==> src/shared/pmdpc_cfg.svh <==
// Register offsets, field positions, reset values for the PLL path control
`ifndef PMDPC_CFG_SVH
`define PMDPC_CFG_SVH

`define PMDPC_OFF_MODE 8'h00
`define PMDPC_OFF_FBDIV0 8'h04
`define PMDPC_OFF_FBDIV1 8'h08
`define PMDPC_OFF_PRESC 8'h0C
`define PMDPC_OFF_CHDIV 8'h10
`define PMDPC_OFF_PUMP 8'h14
`define PMDPC_OFF_STATUS 8'h18

// Mode control fields
`define PMDPC_MODE_SRC_LSB 0
`define PMDPC_MODE_BYP 2
`define PMDPC_MODE_FD 3
`define PMDPC_MODE_HALVE 4
`define PMDPC_MODE_ROUTE 5
`define PMDPC_MODE_HOLD 6
`define PMDPC_MODE_SUPP 7
`define PMDPC_MODE_INSEL_LSB 8
`define PMDPC_MODE_VCOH 10

// Prescaler fields
`define PMDPC_PRESC_RN_LSB 0
`define PMDPC_PRESC_P1_LSB 8

// Channel divider fields
`define PMDPC_CHDIV_K_LSB 0
`define PMDPC_CHDIV_M_LSB 4
`define PMDPC_CHDIV_K_MAX 3'h5
`define PMDPC_CHDIV_M_MAX 4'hC

// Charge pump fields
`define PMDPC_PUMP_CODE_LSB 0
`define PMDPC_PUMP_STEP 5
`define PMDPC_PUMP_SINK 6
`define PMDPC_PUMP_OFF_LSB 8
`define PMDPC_PUMP_MAX_UA 3000
`define PMDPC_PUMP_STEP_LO_UA 100
`define PMDPC_PUMP_STEP_HI_UA 200
`define PMDPC_PUMP_MAX_LO (`PMDPC_PUMP_MAX_UA / `PMDPC_PUMP_STEP_LO_UA)
`define PMDPC_PUMP_MAX_HI (`PMDPC_PUMP_MAX_UA / `PMDPC_PUMP_STEP_HI_UA)

// Status fields
`define PMDPC_ST_MODE_LSB 0
`define PMDPC_ST_PLL0_EN 2
`define PMDPC_ST_PLL1_EN 3
`define PMDPC_ST_LOS_VALID 4
`define PMDPC_ST_AUTOSW 5
`define PMDPC_ST_HOLDOVER 6
`define PMDPC_ST_PLL0_LOCK 7
`define PMDPC_ST_PLL1_LOCK 8
`define PMDPC_ST_LOL 9
`define PMDPC_ST_ABSENT 10
`define PMDPC_ST_CFG_ERR 11

// Reset values
`define PMDPC_RST_SRC 2'h0
`define PMDPC_RST_HOLD 1'h1
`define PMDPC_RST_M0 15'h0001
`define PMDPC_RST_M1 14'h0001
`define PMDPC_RST_RN 2'h0
`define PMDPC_RST_P1 7'h01
`define PMDPC_RST_K 3'h1
`define PMDPC_RST_M 4'h0

`endif

==> src/shared/pmdpc_pkg.sv <==
// Types shared by the PLL path control design
`default_nettype none
package pmdpc_pkg;

  typedef enum logic [1:0] {
    PMDPC_DUAL,
    PMDPC_SYNTH,
    PMDPC_VCXO,
    PMDPC_BYPASS
  } pmdpc_mode_e;

  typedef struct packed {
    logic [14:0] cnt;
    logic out;
  } pmdpc_div_s;

  typedef struct packed {
    logic [1:0] src;
    logic byp;
    logic fd;
    logic halve;
    logic route;
    logic hold;
    logic supp;
    logic [1:0] insel;
    logic vco_halve;
    logic [14:0] m0;
    logic [13:0] m1;
    logic [1:0] rn;
    logic [6:0] p1;
    logic [2:0] k;
    logic [3:0] m;
    logic [4:0] pump;
    logic step200;
    logic sink;
    logic [3:0] poff;
    logic fb_tog;
    logic vco_tog;
    logic origin_tick;
    pmdpc_mode_e mode;
    logic pll0_en;
    logic pll1_en;
    logic dbl_act;
    logic pll1_from_in;
    logic autosw;
    logic holdover;
    logic los_valid;
    logic in_absent;
    logic pll0_lock;
    logic pll1_lock;
    logic lol;
    logic cfg_err;
    logic pready;
    logic pslverr;
    logic [31:0] prdata;
  } pmdpc_top_s;

endpackage
`default_nettype wire

==> src/rtl/pmdpc_top.sv <==
// PLL mode decode, divider path routing and APB control registers
`default_nettype none
`include "pmdpc_cfg.svh"
module pmdpc_top
  import pmdpc_pkg::*;
(
  input wire logic sys_clk,
  input wire logic rst_n,
  input wire logic psel,
  input wire logic penable,
  input wire logic pwrite,
  input wire logic [7:0] paddr,
  input wire logic [31:0] pwdata,
  output logic [31:0] prdata,
  output logic pready,
  output logic pslverr,
  input wire logic ref_tick,
  input wire logic vcxo_tick,
  input wire logic vco_int_tick,
  input wire logic vco_ext_tick,
  input wire logic input_absent_detect,
  input wire logic pll0_lock_raw,
  input wire logic pll1_lock_raw,
  output logic chan_tick,
  output logic delay_tbase_tick,
  output logic pll0_fb_tick,
  output logic pll0_enable,
  output logic pll1_enable,
  output logic doubler_active,
  output logic pll1_ref_from_input,
  output logic [1:0] input_choice,
  output logic auto_switch_enable,
  output logic holdover_enable,
  output logic input_absent_valid,
  output logic input_absent,
  output logic vcxo_center_hold,
  output logic [4:0] first_loop_pump_current,
  output logic first_loop_pump_step_200,
  output logic first_loop_pump_sink_enable,
  output logic [3:0] first_loop_pump_offset,
  output logic pll0_lock,
  output logic pll1_lock
);

  pmdpc_top_s s_reg;
  pmdpc_top_s s_next;

  logic rn_tick;
  logic p1_tick;
  logic m1_tick;
  logic m0_tick;
  logic vco_eff;
  logic vcxo_fb;
  logic m0_in;
  logic wr_en;
  logic setup;
  logic known;
  logic [31:0] rd_data;
  logic [4:0] pump_max;
  logic [4:0] pump_wr;
  logic lock0_next;
  logic [3:0] rn_ratio;

  ////////////////////////////////////////////////////////////////////////
  // Divider chain

  assign rn_ratio = 4'h1 << s_reg.rn;

  pmdpc_pulse_div #(.W(4)) u_rn_div (
    .sys_clk(sys_clk),
    .rst_n(rst_n),
    .tick_in(ref_tick),
    .ratio(rn_ratio),
    .tick_out(rn_tick)
  );

  pmdpc_pulse_div #(.W(7)) u_p1_div (
    .sys_clk(sys_clk),
    .rst_n(rst_n),
    .tick_in(rn_tick),
    .ratio(s_reg.p1),
    .tick_out(p1_tick)
  );

  pmdpc_pulse_div #(.W(14)) u_m1_div (
    .sys_clk(sys_clk),
    .rst_n(rst_n),
    .tick_in(vco_eff),
    .ratio(s_reg.m1),
    .tick_out(m1_tick)
  );

  pmdpc_pulse_div #(.W(15)) u_m0_div (
    .sys_clk(sys_clk),
    .rst_n(rst_n),
    .tick_in(m0_in),
    .ratio(s_reg.m0),
    .tick_out(m0_tick)
  );

  pmdpc_chan_div u_chan_div (
    .sys_clk(sys_clk),
    .rst_n(rst_n),
    .tick_in(s_reg.origin_tick),
    .k(s_reg.k),
    .m(s_reg.m),
    .tick_out(chan_tick)
  );

  always_comb begin
    vco_eff = (s_reg.src == 2'h1) ? vco_ext_tick : vco_int_tick;
    // Optional halving of the selected VCO, internal or external
    vco_eff = vco_eff & (!s_reg.vco_halve | s_reg.vco_tog);
    vcxo_fb = vcxo_tick & (!s_reg.halve | s_reg.fb_tog);
    m0_in = s_reg.route ? m1_tick : vcxo_fb;
  end

  ////////////////////////////////////////////////////////////////////////
  // Register access and mode decode

  assign setup = psel & !penable & !s_reg.pready;
  assign wr_en = psel & penable & s_reg.pready & pwrite;
  assign known = (paddr == `PMDPC_OFF_MODE) || (paddr == `PMDPC_OFF_FBDIV0)
    || (paddr == `PMDPC_OFF_FBDIV1) || (paddr == `PMDPC_OFF_PRESC)
    || (paddr == `PMDPC_OFF_CHDIV) || (paddr == `PMDPC_OFF_PUMP)
    || (paddr == `PMDPC_OFF_STATUS);
  assign pump_wr = pwdata[`PMDPC_PUMP_CODE_LSB +: 5];
  assign pump_max = pwdata[`PMDPC_PUMP_STEP] ? 5'(`PMDPC_PUMP_MAX_HI)
    : 5'(`PMDPC_PUMP_MAX_LO);

  always_comb begin
    rd_data = 32'h0000_0000;
    unique case (paddr)
      `PMDPC_OFF_MODE: begin
        rd_data[`PMDPC_MODE_SRC_LSB +: 2] = s_reg.src;
        rd_data[`PMDPC_MODE_BYP] = s_reg.byp;
        rd_data[`PMDPC_MODE_FD] = s_reg.fd;
        rd_data[`PMDPC_MODE_HALVE] = s_reg.halve;
        rd_data[`PMDPC_MODE_ROUTE] = s_reg.route;
        rd_data[`PMDPC_MODE_HOLD] = s_reg.hold;
        rd_data[`PMDPC_MODE_SUPP] = s_reg.supp;
        rd_data[`PMDPC_MODE_INSEL_LSB +: 2] = s_reg.insel;
        rd_data[`PMDPC_MODE_VCOH] = s_reg.vco_halve;
      end
      `PMDPC_OFF_FBDIV0: rd_data[14:0] = s_reg.m0;
      `PMDPC_OFF_FBDIV1: rd_data[13:0] = s_reg.m1;
      `PMDPC_OFF_PRESC: begin
        rd_data[`PMDPC_PRESC_RN_LSB +: 2] = s_reg.rn;
        rd_data[`PMDPC_PRESC_P1_LSB +: 7] = s_reg.p1;
      end
      `PMDPC_OFF_CHDIV: begin
        rd_data[`PMDPC_CHDIV_K_LSB +: 3] = s_reg.k;
        rd_data[`PMDPC_CHDIV_M_LSB +: 4] = s_reg.m;
      end
      `PMDPC_OFF_PUMP: begin
        rd_data[`PMDPC_PUMP_CODE_LSB +: 5] = s_reg.pump;
        rd_data[`PMDPC_PUMP_STEP] = s_reg.step200;
        rd_data[`PMDPC_PUMP_SINK] = s_reg.sink;
        rd_data[`PMDPC_PUMP_OFF_LSB +: 4] = s_reg.poff;
      end
      `PMDPC_OFF_STATUS: begin
        rd_data[`PMDPC_ST_MODE_LSB +: 2] = s_reg.mode;
        rd_data[`PMDPC_ST_PLL0_EN] = s_reg.pll0_en;
        rd_data[`PMDPC_ST_PLL1_EN] = s_reg.pll1_en;
        rd_data[`PMDPC_ST_LOS_VALID] = s_reg.los_valid;
        rd_data[`PMDPC_ST_AUTOSW] = s_reg.autosw;
        rd_data[`PMDPC_ST_HOLDOVER] = s_reg.holdover;
        rd_data[`PMDPC_ST_PLL0_LOCK] = s_reg.pll0_lock;
        rd_data[`PMDPC_ST_PLL1_LOCK] = s_reg.pll1_lock;
        rd_data[`PMDPC_ST_LOL] = s_reg.lol;
        rd_data[`PMDPC_ST_ABSENT] = s_reg.in_absent;
        rd_data[`PMDPC_ST_CFG_ERR] = s_reg.cfg_err;
      end
      default: rd_data = 32'h0000_0000;
    endcase
  end

  always_comb begin
    s_next = s_reg;
    s_next.pready = 1'b0;
    s_next.pslverr = 1'b0;
    if (setup) begin
      // Answer is prepared in setup so access phase ends in one cycle
      s_next.pready = 1'b1;
      s_next.pslverr = !known;
      s_next.prdata = (known && !pwrite) ? rd_data : 32'h0000_0000;
    end
    if (wr_en) begin
      unique case (paddr)
        `PMDPC_OFF_MODE: begin
          s_next.src = pwdata[`PMDPC_MODE_SRC_LSB +: 2];
          s_next.byp = pwdata[`PMDPC_MODE_BYP];
          s_next.fd = pwdata[`PMDPC_MODE_FD];
          s_next.halve = pwdata[`PMDPC_MODE_HALVE];
          s_next.route = pwdata[`PMDPC_MODE_ROUTE];
          s_next.hold = pwdata[`PMDPC_MODE_HOLD];
          s_next.supp = pwdata[`PMDPC_MODE_SUPP];
          s_next.insel = pwdata[`PMDPC_MODE_INSEL_LSB +: 2];
          s_next.vco_halve = pwdata[`PMDPC_MODE_VCOH];
        end
        `PMDPC_OFF_FBDIV0: s_next.m0 = pwdata[14:0];
        `PMDPC_OFF_FBDIV1: s_next.m1 = pwdata[13:0];
        `PMDPC_OFF_PRESC: begin
          s_next.rn = pwdata[`PMDPC_PRESC_RN_LSB +: 2];
          s_next.p1 = pwdata[`PMDPC_PRESC_P1_LSB +: 7];
        end
        `PMDPC_OFF_CHDIV: begin
          s_next.k = pwdata[`PMDPC_CHDIV_K_LSB +: 3];
          s_next.m = pwdata[`PMDPC_CHDIV_M_LSB +: 4];
        end
        `PMDPC_OFF_PUMP: begin
          // Clamp keeps the pump at or below its top current
          s_next.pump = (pump_wr > pump_max) ? pump_max : pump_wr;
          s_next.step200 = pwdata[`PMDPC_PUMP_STEP];
          s_next.sink = pwdata[`PMDPC_PUMP_SINK];
          s_next.poff = pwdata[`PMDPC_PUMP_OFF_LSB +: 4];
        end
        `PMDPC_OFF_STATUS: begin
          if (pwdata[`PMDPC_ST_LOL]) begin
            s_next.lol = 1'b0;
          end
        end
        default: s_next.lol = s_reg.lol;
      endcase
    end

    // Decode follows live bits, no reset needed to change mode
    if (s_reg.src == 2'h3) begin
      s_next.mode = PMDPC_BYPASS;
    end else if (s_reg.src == 2'h2) begin
      s_next.mode = PMDPC_VCXO;
    end else if (s_reg.byp) begin
      s_next.mode = PMDPC_SYNTH;
    end else begin
      s_next.mode = PMDPC_DUAL;
    end
    s_next.cfg_err = (s_reg.src == 2'h3) & (!s_reg.byp | s_reg.fd);
    s_next.pll0_en = (s_next.mode == PMDPC_DUAL)
      || (s_next.mode == PMDPC_VCXO);
    s_next.pll1_en = (s_next.mode == PMDPC_DUAL)
      || (s_next.mode == PMDPC_SYNTH);
    s_next.dbl_act = s_reg.fd & s_next.pll1_en;
    s_next.pll1_from_in = s_next.mode == PMDPC_SYNTH;
    s_next.los_valid = (s_next.mode != PMDPC_BYPASS) & !s_reg.supp;
    s_next.in_absent = input_absent_detect & s_next.los_valid;
    s_next.autosw = s_next.pll0_en & !s_reg.supp;
    s_next.holdover = s_next.pll0_en;

    // Centre hold forces the first loop out of lock
    lock0_next = pll0_lock_raw & s_next.pll0_en & !s_reg.hold;
    s_next.pll0_lock = lock0_next;
    s_next.pll1_lock = pll1_lock_raw & s_next.pll1_en;
    // Set after the clear so a coincident loss is never dropped
    if ((s_reg.pll0_lock && !lock0_next)
        || (s_reg.hold && s_next.pll0_en)) begin
      s_next.lol = 1'b1;
    end

    if (vcxo_tick) begin
      s_next.fb_tog = !s_reg.fb_tog;
    end
    if ((s_reg.src == 2'h1) ? vco_ext_tick : vco_int_tick) begin
      s_next.vco_tog = !s_reg.vco_tog;
    end
    unique case (s_reg.src)
      2'h0, 2'h1: s_next.origin_tick = vco_eff;
      2'h2: s_next.origin_tick = vcxo_tick;
      2'h3: s_next.origin_tick = p1_tick;
    endcase
  end

  always_ff @(posedge sys_clk) begin
    if (!rst_n) begin
      s_reg <= '0;
      s_reg.src <= `PMDPC_RST_SRC;
      s_reg.hold <= `PMDPC_RST_HOLD;
      s_reg.m0 <= `PMDPC_RST_M0;
      s_reg.m1 <= `PMDPC_RST_M1;
      s_reg.rn <= `PMDPC_RST_RN;
      s_reg.p1 <= `PMDPC_RST_P1;
      s_reg.k <= `PMDPC_RST_K;
      s_reg.m <= `PMDPC_RST_M;
      s_reg.mode <= PMDPC_DUAL;
    end else begin
      s_reg <= s_next;
    end
  end

  ////////////////////////////////////////////////////////////////////////
  // Outputs

  assign prdata = s_reg.prdata;
  assign pready = s_reg.pready;
  assign pslverr = s_reg.pslverr;
  assign delay_tbase_tick = s_reg.origin_tick;
  assign pll0_fb_tick = m0_tick;
  assign pll0_enable = s_reg.pll0_en;
  assign pll1_enable = s_reg.pll1_en;
  assign doubler_active = s_reg.dbl_act;
  assign pll1_ref_from_input = s_reg.pll1_from_in;
  assign input_choice = s_reg.insel;
  assign auto_switch_enable = s_reg.autosw;
  assign holdover_enable = s_reg.holdover;
  assign input_absent_valid = s_reg.los_valid;
  assign input_absent = s_reg.in_absent;
  assign vcxo_center_hold = s_reg.hold;
  assign first_loop_pump_current = s_reg.pump;
  assign first_loop_pump_step_200 = s_reg.step200;
  assign first_loop_pump_sink_enable = s_reg.sink;
  assign first_loop_pump_offset = s_reg.poff;
  assign pll0_lock = s_reg.pll0_lock;
  assign pll1_lock = s_reg.pll1_lock;

endmodule
`default_nettype wire

==> src/rtl/pmdpc_pulse_div.sv <==
// Integer divider of a tick stream, ratio zero treated as one
`default_nettype none
module pmdpc_pulse_div
  import pmdpc_pkg::*;
#(
  parameter int W = 15
) (
  input wire logic sys_clk,
  input wire logic rst_n,
  input wire logic tick_in,
  input wire logic [W-1:0] ratio,
  output logic tick_out
);

  pmdpc_div_s s_reg;
  pmdpc_div_s s_next;

  always_comb begin
    s_next = s_reg;
    s_next.out = 1'b0;
    if (tick_in) begin
      // Compare with >= so a shrinking ratio never strands the count
      if (ratio == '0 || s_reg.cnt[W-1:0] >= ratio - 1'b1) begin
        s_next.cnt = '0;
        s_next.out = 1'b1;
      end else begin
        s_next.cnt = 15'(s_reg.cnt + 1'b1);
      end
    end
  end

  always_ff @(posedge sys_clk) begin
    if (!rst_n) begin
      s_reg <= '0;
    end else begin
      s_reg <= s_next;
    end
  end

  assign tick_out = s_reg.out;

endmodule
`default_nettype wire

==> src/rtl/pmdpc_chan_div.sv <==
// Channel divider: ratio k times two to the m, k 1..5, m 0..12
`default_nettype none
`include "pmdpc_cfg.svh"
module pmdpc_chan_div
  import pmdpc_pkg::*;
(
  input wire logic sys_clk,
  input wire logic rst_n,
  input wire logic tick_in,
  input wire logic [2:0] k,
  input wire logic [3:0] m,
  output logic tick_out
);

  pmdpc_div_s s_reg;
  pmdpc_div_s s_next;
  logic [2:0] k_eff;
  logic [3:0] m_eff;
  logic [14:0] ratio;

  always_comb begin
    // Out-of-range fields clamp rather than alias
    k_eff = (k == 3'h0) ? 3'h1 : k;
    if (k > `PMDPC_CHDIV_K_MAX) begin
      k_eff = `PMDPC_CHDIV_K_MAX;
    end
    m_eff = (m > `PMDPC_CHDIV_M_MAX) ? `PMDPC_CHDIV_M_MAX : m;
    ratio = 15'(k_eff) << m_eff;
    s_next = s_reg;
    s_next.out = 1'b0;
    if (tick_in) begin
      if (s_reg.cnt >= ratio - 15'h0001) begin
        s_next.cnt = '0;
        s_next.out = 1'b1;
      end else begin
        s_next.cnt = 15'(s_reg.cnt + 1'b1);
      end
    end
  end

  always_ff @(posedge sys_clk) begin
    if (!rst_n) begin
      s_reg <= '0;
    end else begin
      s_reg <= s_next;
    end
  end

  assign tick_out = s_reg.out;

endmodule
`default_nettype wire

==> config.mk <==
export PLATFORM = sky130hd
export DESIGN_NAME = pmdpc_top
export DESIGN_NICKNAME = d
export VERILOG_FILES = /design/src/shared/pmdpc_pkg.sv /design/src/rtl/pmdpc_top.sv /design/src/rtl/pmdpc_pulse_div.sv /design/src/rtl/pmdpc_chan_div.sv
export VERILOG_INCLUDE_DIRS = /design/src /design/src/shared
export SDC_FILE = /design/constraint.sdc
export NUM_CORES = 1
export LEC_CHECK = 0
export ABC_AREA = 1
export BUFFER_PORTS_ARGS = -buffer_cell sky130_fd_sc_hd__clkbuf_2
export CORE_MARGIN = 8
export CORE_UTILIZATION = 38
export CTS_CLUSTER_DIAMETER = 100
export DETAILED_ROUTE_END_ITERATION = 6
export PLACE_DENSITY = 0.57
export SLEW_MARGIN = 20
export SYNTH_ARGS = -nofsm -noshare
export SYNTH_HDL_FRONTEND = slang
export SYNTH_SLANG_ARGS = --single-unit
==> constraint.sdc <==
create_clock -name sys_clk -period 4.2 [get_ports sys_clk]
set_clock_uncertainty 0.2 [all_clocks]
set_input_delay 0 -clock sys_clk [delete_from_list [all_inputs] [get_ports sys_clk]]
set_output_delay 0 -clock sys_clk [all_outputs]
set_load 0.01 [all_outputs]
== After elaboration in Yosys (flattened, before gate mapping) ==
Index checks and enable logic that the tools add are counted.

* Mux-type cells: 36
* Reduce and logical (&&, ||, !) cells: 53
* Eq/ne operators: 12
* Add/sub/neg operators: 10
* Magnitude comparators: 8
* Shift-type cells: 2
* Bitwise gates (word level): 18

{| class="wikitable"
|+ Operator list
! operator !! number
|-
| two-way mux 15 bit || 6
|-
| adder 15 x 1 -> 15 bit (second input constant) || 5
|-
| case mux 3 bit (6 select lines) || 2
|-
| two-way mux 34 bit || 1
|-
| >= comparator 15 bit || 2
|-
| subtractor 15 x 1 -> 15 bit (second input constant) || 2
|-
| equality test 8 x 5 -> 1 bit (second input constant) || 3
|-
| AND reduction 2 bit || 12
|-
| equality test 8 x 4 -> 1 bit (second input constant) || 2
|-
| bitwise AND 1 bit || 15
|-
| zero test 15 bit || 1
|-
| case mux 1 bit (5 select lines) || 3
|-
| << shifter 3 x 4 -> 15 bit || 1
|-
| >= comparator 14 bit || 1
|-
| zero test 14 bit || 1
|-
| case mux 2 bit (7 select lines) || 1
|-
| subtractor 14 x 1 -> 14 bit (second input constant) || 1
|-
| logical OR 1 bit || 13
|-
| zero test 1 bit || 12
|-
| two-way mux 1 bit || 12
|-
| two-way mux 5 bit || 2
|-
| equality test 8 x 3 -> 1 bit (second input constant) || 1
|-
| zero test 8 bit || 1
|-
| >= comparator 7 bit || 1
|-
| 26 further kinds || 38
|}

* Flip-flop bits (word level): 197
* Logic and storage cells: 186
* Output and inout bits: 61
* Input port bits: 52

== Longest topological paths before layout ==
* Depth in word-level cells: 12
* Depth in mapped cells: 26
* Mapped depth without buffers: 25

== Hierarchy ==
A second synthesis with hierarchy kept.

* Cells, all modules: 1487
* Area total of the unflattened synthesis: 10458.8 um^2

{| class="wikitable"
|+ Modules (own cells, without submodules)
! module !! area an instance (um^2) !! times used !! cells an instance
|-
| pmdpc_top || 4810.9 || 1 || 659
|-
| pmdpc_chan_div || 1732.9 || 1 || 265
|-
| pmdpc_pulse_div at u_m0_div || 1512.7 || 1 || 225
|-
| pmdpc_pulse_div at u_m1_div || 1381.3 || 1 || 196
|-
| pmdpc_pulse_div at u_p1_div || 633.1 || 1 || 90
|-
| pmdpc_pulse_div at u_rn_div || 387.9 || 1 || 52
|}

== Least setup slack after synthesis ==
No wires, ideal clock.

* Path type: reg-to-reg
* Start: register, netlist name s_reg[68]
* End: register u_chan_div.s_reg[15] in the netlist's numbering
* Path buffers: 1
* Cell stages (with the launch flop): 26
* Data arrival time: 2893 ps
* Setup slack: 990 ps
* Required time: 3883 ps
* Cell sequence: dfxtp_1 inv_2 nand2_2 nand2_1 nand2_1 nand4_1 nor2_1 inv_1 ha_1 nand2_1 clkinv_2 nand2_2 inv_1 nand4_1 nand2_1 ha_1 inv_1 nor2_1 nand2_1 nor3_1 nand4_1 nand3_1 nand2_1 nand2_1 buf_2 nor2_1

* Word-level cells in the longest chain between the ends: 7

{| class="wikitable"
|+ RTL lines
! item !! line !! source
|-
| parallel branches: the longest is 2 deep, another holds greater-than comparator 3 bit || - ||
|-
| two-way mux 3 bit (*) || pmdpc_chan_div.sv:24 || <nowiki>if (k > `PMDPC_CHDIV_K_MAX) begin</nowiki>
|-
| << shifter 3 x 4 -> 15 bit (*) || pmdpc_chan_div.sv:28 || <nowiki>ratio = 15'(k_eff) << m_eff;</nowiki>
|-
| subtractor 15 x 1 -> 15 bit (*) || pmdpc_chan_div.sv:32 || <nowiki>if (s_reg.cnt >= ratio - 15'h0001) begin</nowiki>
|-
| >= comparator 15 bit (*) || pmdpc_chan_div.sv:32 ||
|-
| two-way mux 15 bit (*) || pmdpc_chan_div.sv:32 ||
|-
| end signal, assigned || pmdpc_chan_div.sv:45 || <nowiki>s_reg <= s_next;</nowiki>
|-
| end, declared || pmdpc_chan_div.sv:15 || <nowiki>pmdpc_div_s s_reg;</nowiki>
|}

Mark *: on every way between the ends.
A chain may end at the register's enable or synchronous reset.

== Worst setup path after layout ==
* Start: register, netlist name s_reg[64]
* End: register u_chan_div.s_reg[8] in the netlist's numbering

* Word-level cells in the longest chain between the ends: 6

{| class="wikitable"
|+ RTL lines
! item !! line !! source
|-
| greater-than comparator 4 bit (no source line) || - ||
|-
| two-way mux 4 bit (*) || pmdpc_chan_div.sv:27 || <nowiki>m_eff = (m > `PMDPC_CHDIV_M_MAX) ? `PMDPC_CHDIV_M_MAX : m;</nowiki>
|-
| << shifter 3 x 4 -> 15 bit (*) || pmdpc_chan_div.sv:28 ||
|-
| subtractor 15 x 1 -> 15 bit (*) || pmdpc_chan_div.sv:32 ||
|-
| >= comparator 15 bit (*) || pmdpc_chan_div.sv:32 ||
|-
| two-way mux 15 bit (*) || pmdpc_chan_div.sv:32 ||
|}

Every way passes the cells marked *; elsewhere a longest branch is shown, timed or not.

==> tab_implementation.tex <==
\begin{tabular}{lr}
\hline
Metric & Value \\
\hline
\multicolumn{2}{l}{\textbf{Timing}} \\
Final-report setup violation count & 0 \\
Maximum clock rate & 278 MHz \\
Least-Margin Pin Slew & 0.911 ns \\
Worst hold margin & 0.101 ns \\
RSZ-0062 raised after global routing & no \\
Period minus WS final & 3.60 ns \\
Slew Viols, Final & 0 \\
Period utilization & 0.856 \\
Final hold violation count & 0 \\
Post-Route Setup TNS & 0 ns \\
Relative slew margins & 0.393 \\
Fin worst setup slack & 0.604 ns \\
\multicolumn{2}{l}{\textbf{Detailed routing}} \\
First-iteration detailed-routing DRC count & 556 \\
Met3 wire length & 1.68 mm \\
Number of design rule violations left after detail routing & 0 \\
Vias/cell & 5.00 \\
Routed length per placed instance & 15.7 µm \\
Max Used Layer & met4 \\
Aggregate routed wire length & 27.4 mm \\
Met2 Routed Length & 12.4 mm \\
Number of antenna-violating nets in the routed design & 0 \\
Total iterations of the first detailed-routing run & 5 \\
Routed metal-1 wirelength & 12.5 mm \\
Vias after detailed routing & 8703 \\
\multicolumn{2}{l}{\textbf{Power}} \\
Leakage & 0.00489 µW \\
Largest voltage drop on the vdd net & 0.000211 V \\
Power per cell area & 310 nW/µm² \\
Sequential share of power & 0.456 \\
Switching Share & 0.248 \\
NetSw & 839 µW \\
Int Pwr & 2550 µW \\
Fraction of power consumed by the clock network & 0.491 \\
Combinational Power Share & 0.053 \\
\multicolumn{2}{l}{\textbf{Placement}} \\
Port buffer count & 78 \\
Last weighted congestion value of the routability-driven placer & 0.900 \\
Pre-CTS setup slack & 0.427 ns \\
Hpwl dp & 21.0 mm \\
Post-place instance area & 9990 µm² \\
\multicolumn{2}{l}{\textbf{GRT}} \\
Via count of the first global-routing pass & 8286 \\
Global-route total usage across every layer & 0.177 \\
Total global routing overflow & 0 \\
Maximum number of pins on one net before global-route repair & 46 \\
First-pass GRT wire length & 43.6 mm \\
Antenna violations before repair & 0 \\
\multicolumn{2}{l}{\textbf{CTS}} \\
Post-CTS setup buffer count & 0 \\
Number of CTS-inserted buffers & 17 \\
Clock tree buffer depth & 2 \\
Clock Root Buffer & clkbuf\_16 \\
Count of clock tree sinks & 160 \\
H-tree levels & 4 \\
Clk pin slew, worst setup/hold paths & 0.07 ns \\
Clock tree from TritonCTS & yes \\
Insertion delay of the later-clocked pin in the worst-skew pair & 0.44 ns \\
\multicolumn{2}{l}{\textbf{Synth}} \\
Synthesized area divided by synthesized cell count & 7.23 µm² \\
Flops \& latches, synth & 160 \\
Syn. warnings & 0 \\
Top-area cell type share of the netlist area & 0.335 \\
Area of the mapped netlist & 9570 µm² \\
Top cells by area in the synthesized netlist & dfxtp\_1, nand2\_1, ha\_1 \\
Library cells used by synthesis & 49 \\
Top FF cell, synth & dfxtp\_1 \\
Most area-hungry cell type in the Yosys netlist & dfxtp\_1 \\
Count of flip-flops with a built-in enable after synthesis & 0 \\
Async SR Flop Fraction & 0 \\
Cell count after synthesis & 1324 \\
Fraction of the yosys area taken by sequential cells & 0.335 \\
\multicolumn{2}{l}{\textbf{Critical path}} \\
Slowest cell delay on critical path & 0.54 ns \\
Max FO, Critical Path & 15 \\
Critical Path End Type & register \\
Start-to-end type of the worst setup path & register to register \\
Data required time of the critical path & 4.36 ns \\
Critical path launch point type & register \\
Slowest-stage cell, CP & dfxtp\_1 \\
Arrival time at the worst endpoint & 3.75 ns \\
Series of cell instances along the critical path & nand2\_4 -> nand2\_2 -> nand4\_1 -> nor2\_1 -> inv\_1 -> ha\_1 -> nand2\_1 -> clkinv\_2 -> nand2\_2 -> nor2\_2 -> nor2\_1 -> a21oi\_1 -> ha\_1 -> nand2\_1 -> nor2\_1 -> o21ai\_0 -> o211ai\_1 -> nand3\_1 -> nand3\_1 -> nand2\_1 -> nand2\_2 -> nor3b\_1 \\
\multicolumn{2}{l}{\textbf{Floorplanning}} \\
Vertical extent of the die & 175 µm \\
Core Area & 25000 µm² \\
Initial core utilization & 0.383 \\
Die Area & 30500 µm² \\
Total I/O pin count & 113 \\
Std-Cell Rows & 58 \\
Die span in x & 175 µm \\
\multicolumn{2}{l}{\textbf{Cells and area}} \\
Post-route standard cell area excluding fillers & 10900 µm² \\
Synthesis-to-finish area growth & 14.1\% \\
Leading cell types in the layout, fill and taps excluded & nand2\_1, dfxtp\_1, nor2\_1 \\
Max FFs per register & 59 \\
Count of inserted antenna diode cells & 0 \\
Final nets & 1517 \\
Ratio of cells with drive above 1 in the final layout & 0.118 \\
Fillcell total & 2655 \\
Most frequent standard cell in the layout excluding fill and tap cells & nand2\_1 \\
\multicolumn{2}{l}{\textbf{Min path}} \\
Min-delay worst type & input pin to register \\
\multicolumn{2}{l}{\textbf{Job}} \\
Maximum capacitance violations & 0 \\
\multicolumn{2}{l}{\textbf{Run status}} \\
Result of the run & finished, final reports clean \\
\hline
\end{tabular}
-- cell type report --
| type | count | area, µm² | area share |
|---|---|---|---|
| Multi-Input combinational cell | 961 | 5390 | 0.494 |
| Sequential cell | 160 | 3200 | 0.293 |
| Timing Repair Buffer | 115 | 743 | 0.0681 |
| Inverter | 144 | 542 | 0.0496 |
| Clock buffer | 17 | 425 | 0.0390 |
| Tap cell | 330 | 413 | 0.0378 |
| Clock inverter | 15 | 199 | 0.0182 |
-- power groups by stage --
stage | logic, µW | clock network (µW) | registers, µW
floorplan | 106 | 0 | 1580
global placement | 158 | 0 | 1580
detailed placement | 158 | 0 | 1580
CTS | 180 | 1690 | 1540
global route | 202 | 1760 | 1550
finish | 180 | 1660 | 1540
-- synth_stat cells, types with 4 or more instances --
master / number
a211oi_1: 12
o21ai_0: 94
nor2_2: 8
o2111ai_1: 4
o21ai_1: 4
nor3_2: 4
nand4_1: 31
nand2_2: 12
ha_1: 66
a21oi_1: 94
dfxtp_1: 160
buf_4: 46
o211ai_1: 11
buf_2: 11
nor3_1: 24
o22ai_1: 8
inv_2: 4
nor2_4: 8
xnor2_1: 17
xor2_1: 45
o31ai_1: 6
nor3b_1: 5
inv_1: 137
clkbuf_1: 14
nand3_2: 5
nand3_1: 68
nor2_1: 158
nand2_1: 236
-- cell families (layout without fill, tap and decap cells) --
kind of cell / after synthesis / count (layout) / share of synthesized area
simple gates: 570 / 570 / 0.270
compound gates: 245 / 245 / 0.143
buf+inv: 219 / 291 / 0.108
flops: 160 / 160 / 0.335
fa+ha+maj: 66 / 66 / 0.0863
xor+xnor: 62 / 62 / 0.0568
other cells: 1 / 17 / 0.000392
mux: 1 / 1 / 0.00105
-- timing repair --
| item | CTS | global route |
|---|---|---|
| endpoints found under the setup margin | 0 | 1 |
| hold buffers | 30 | 0 |
| gates resized for setup | 0 | 1 |
| hold endpoints to repair | 101 | 0 |
-- layer usage --
layer | vias up | global-route usage
met5 | - | 0
met2 | 230 | 0.285
met4 | 0 | 0.0692
met1 | 3923 | 0.225
met3 | 56 | 0.0410
li1 | 4494 | -
-- final timing paths --
check	end	start	depth (start not counted)	slack (ns)
worst max-delay path	u_chan_div.s_reg[8]	s_reg[64]	22	0.60
worst min-delay path	pslverr	paddr[1]	5	0.10
worst max register to register	u_chan_div.s_reg[8]	s_reg[64]	22	0.60
worst min register to register	prdata[0]	prdata[0]	2	0.25
-- worst max-delay path: cells and delay by family (launching register included) --
kind            cells  cell delay, ns
flops               1            0.54
compound gates      3            0.23
simple gates       15            1.82
buf+inv             2            0.20
fa+ha+maj           2            0.53
-- per-stage QoR --
| stage | total power (µW) | util | cells |
|---|---|---|---|
| final | 3390 | 0.437 | 1742 |
| after global routing | 3510 | 0.437 | 1742 |
| after CTS | 3420 | 0.437 | 1742 |
| after detailed placement | 1740 | 0.400 | 1680 |
| after global placement | 1740 | 0.400 | 1680 |
| after floorplan | 1680 | - | 1340 |
Power figures use the tool's default switching activity.
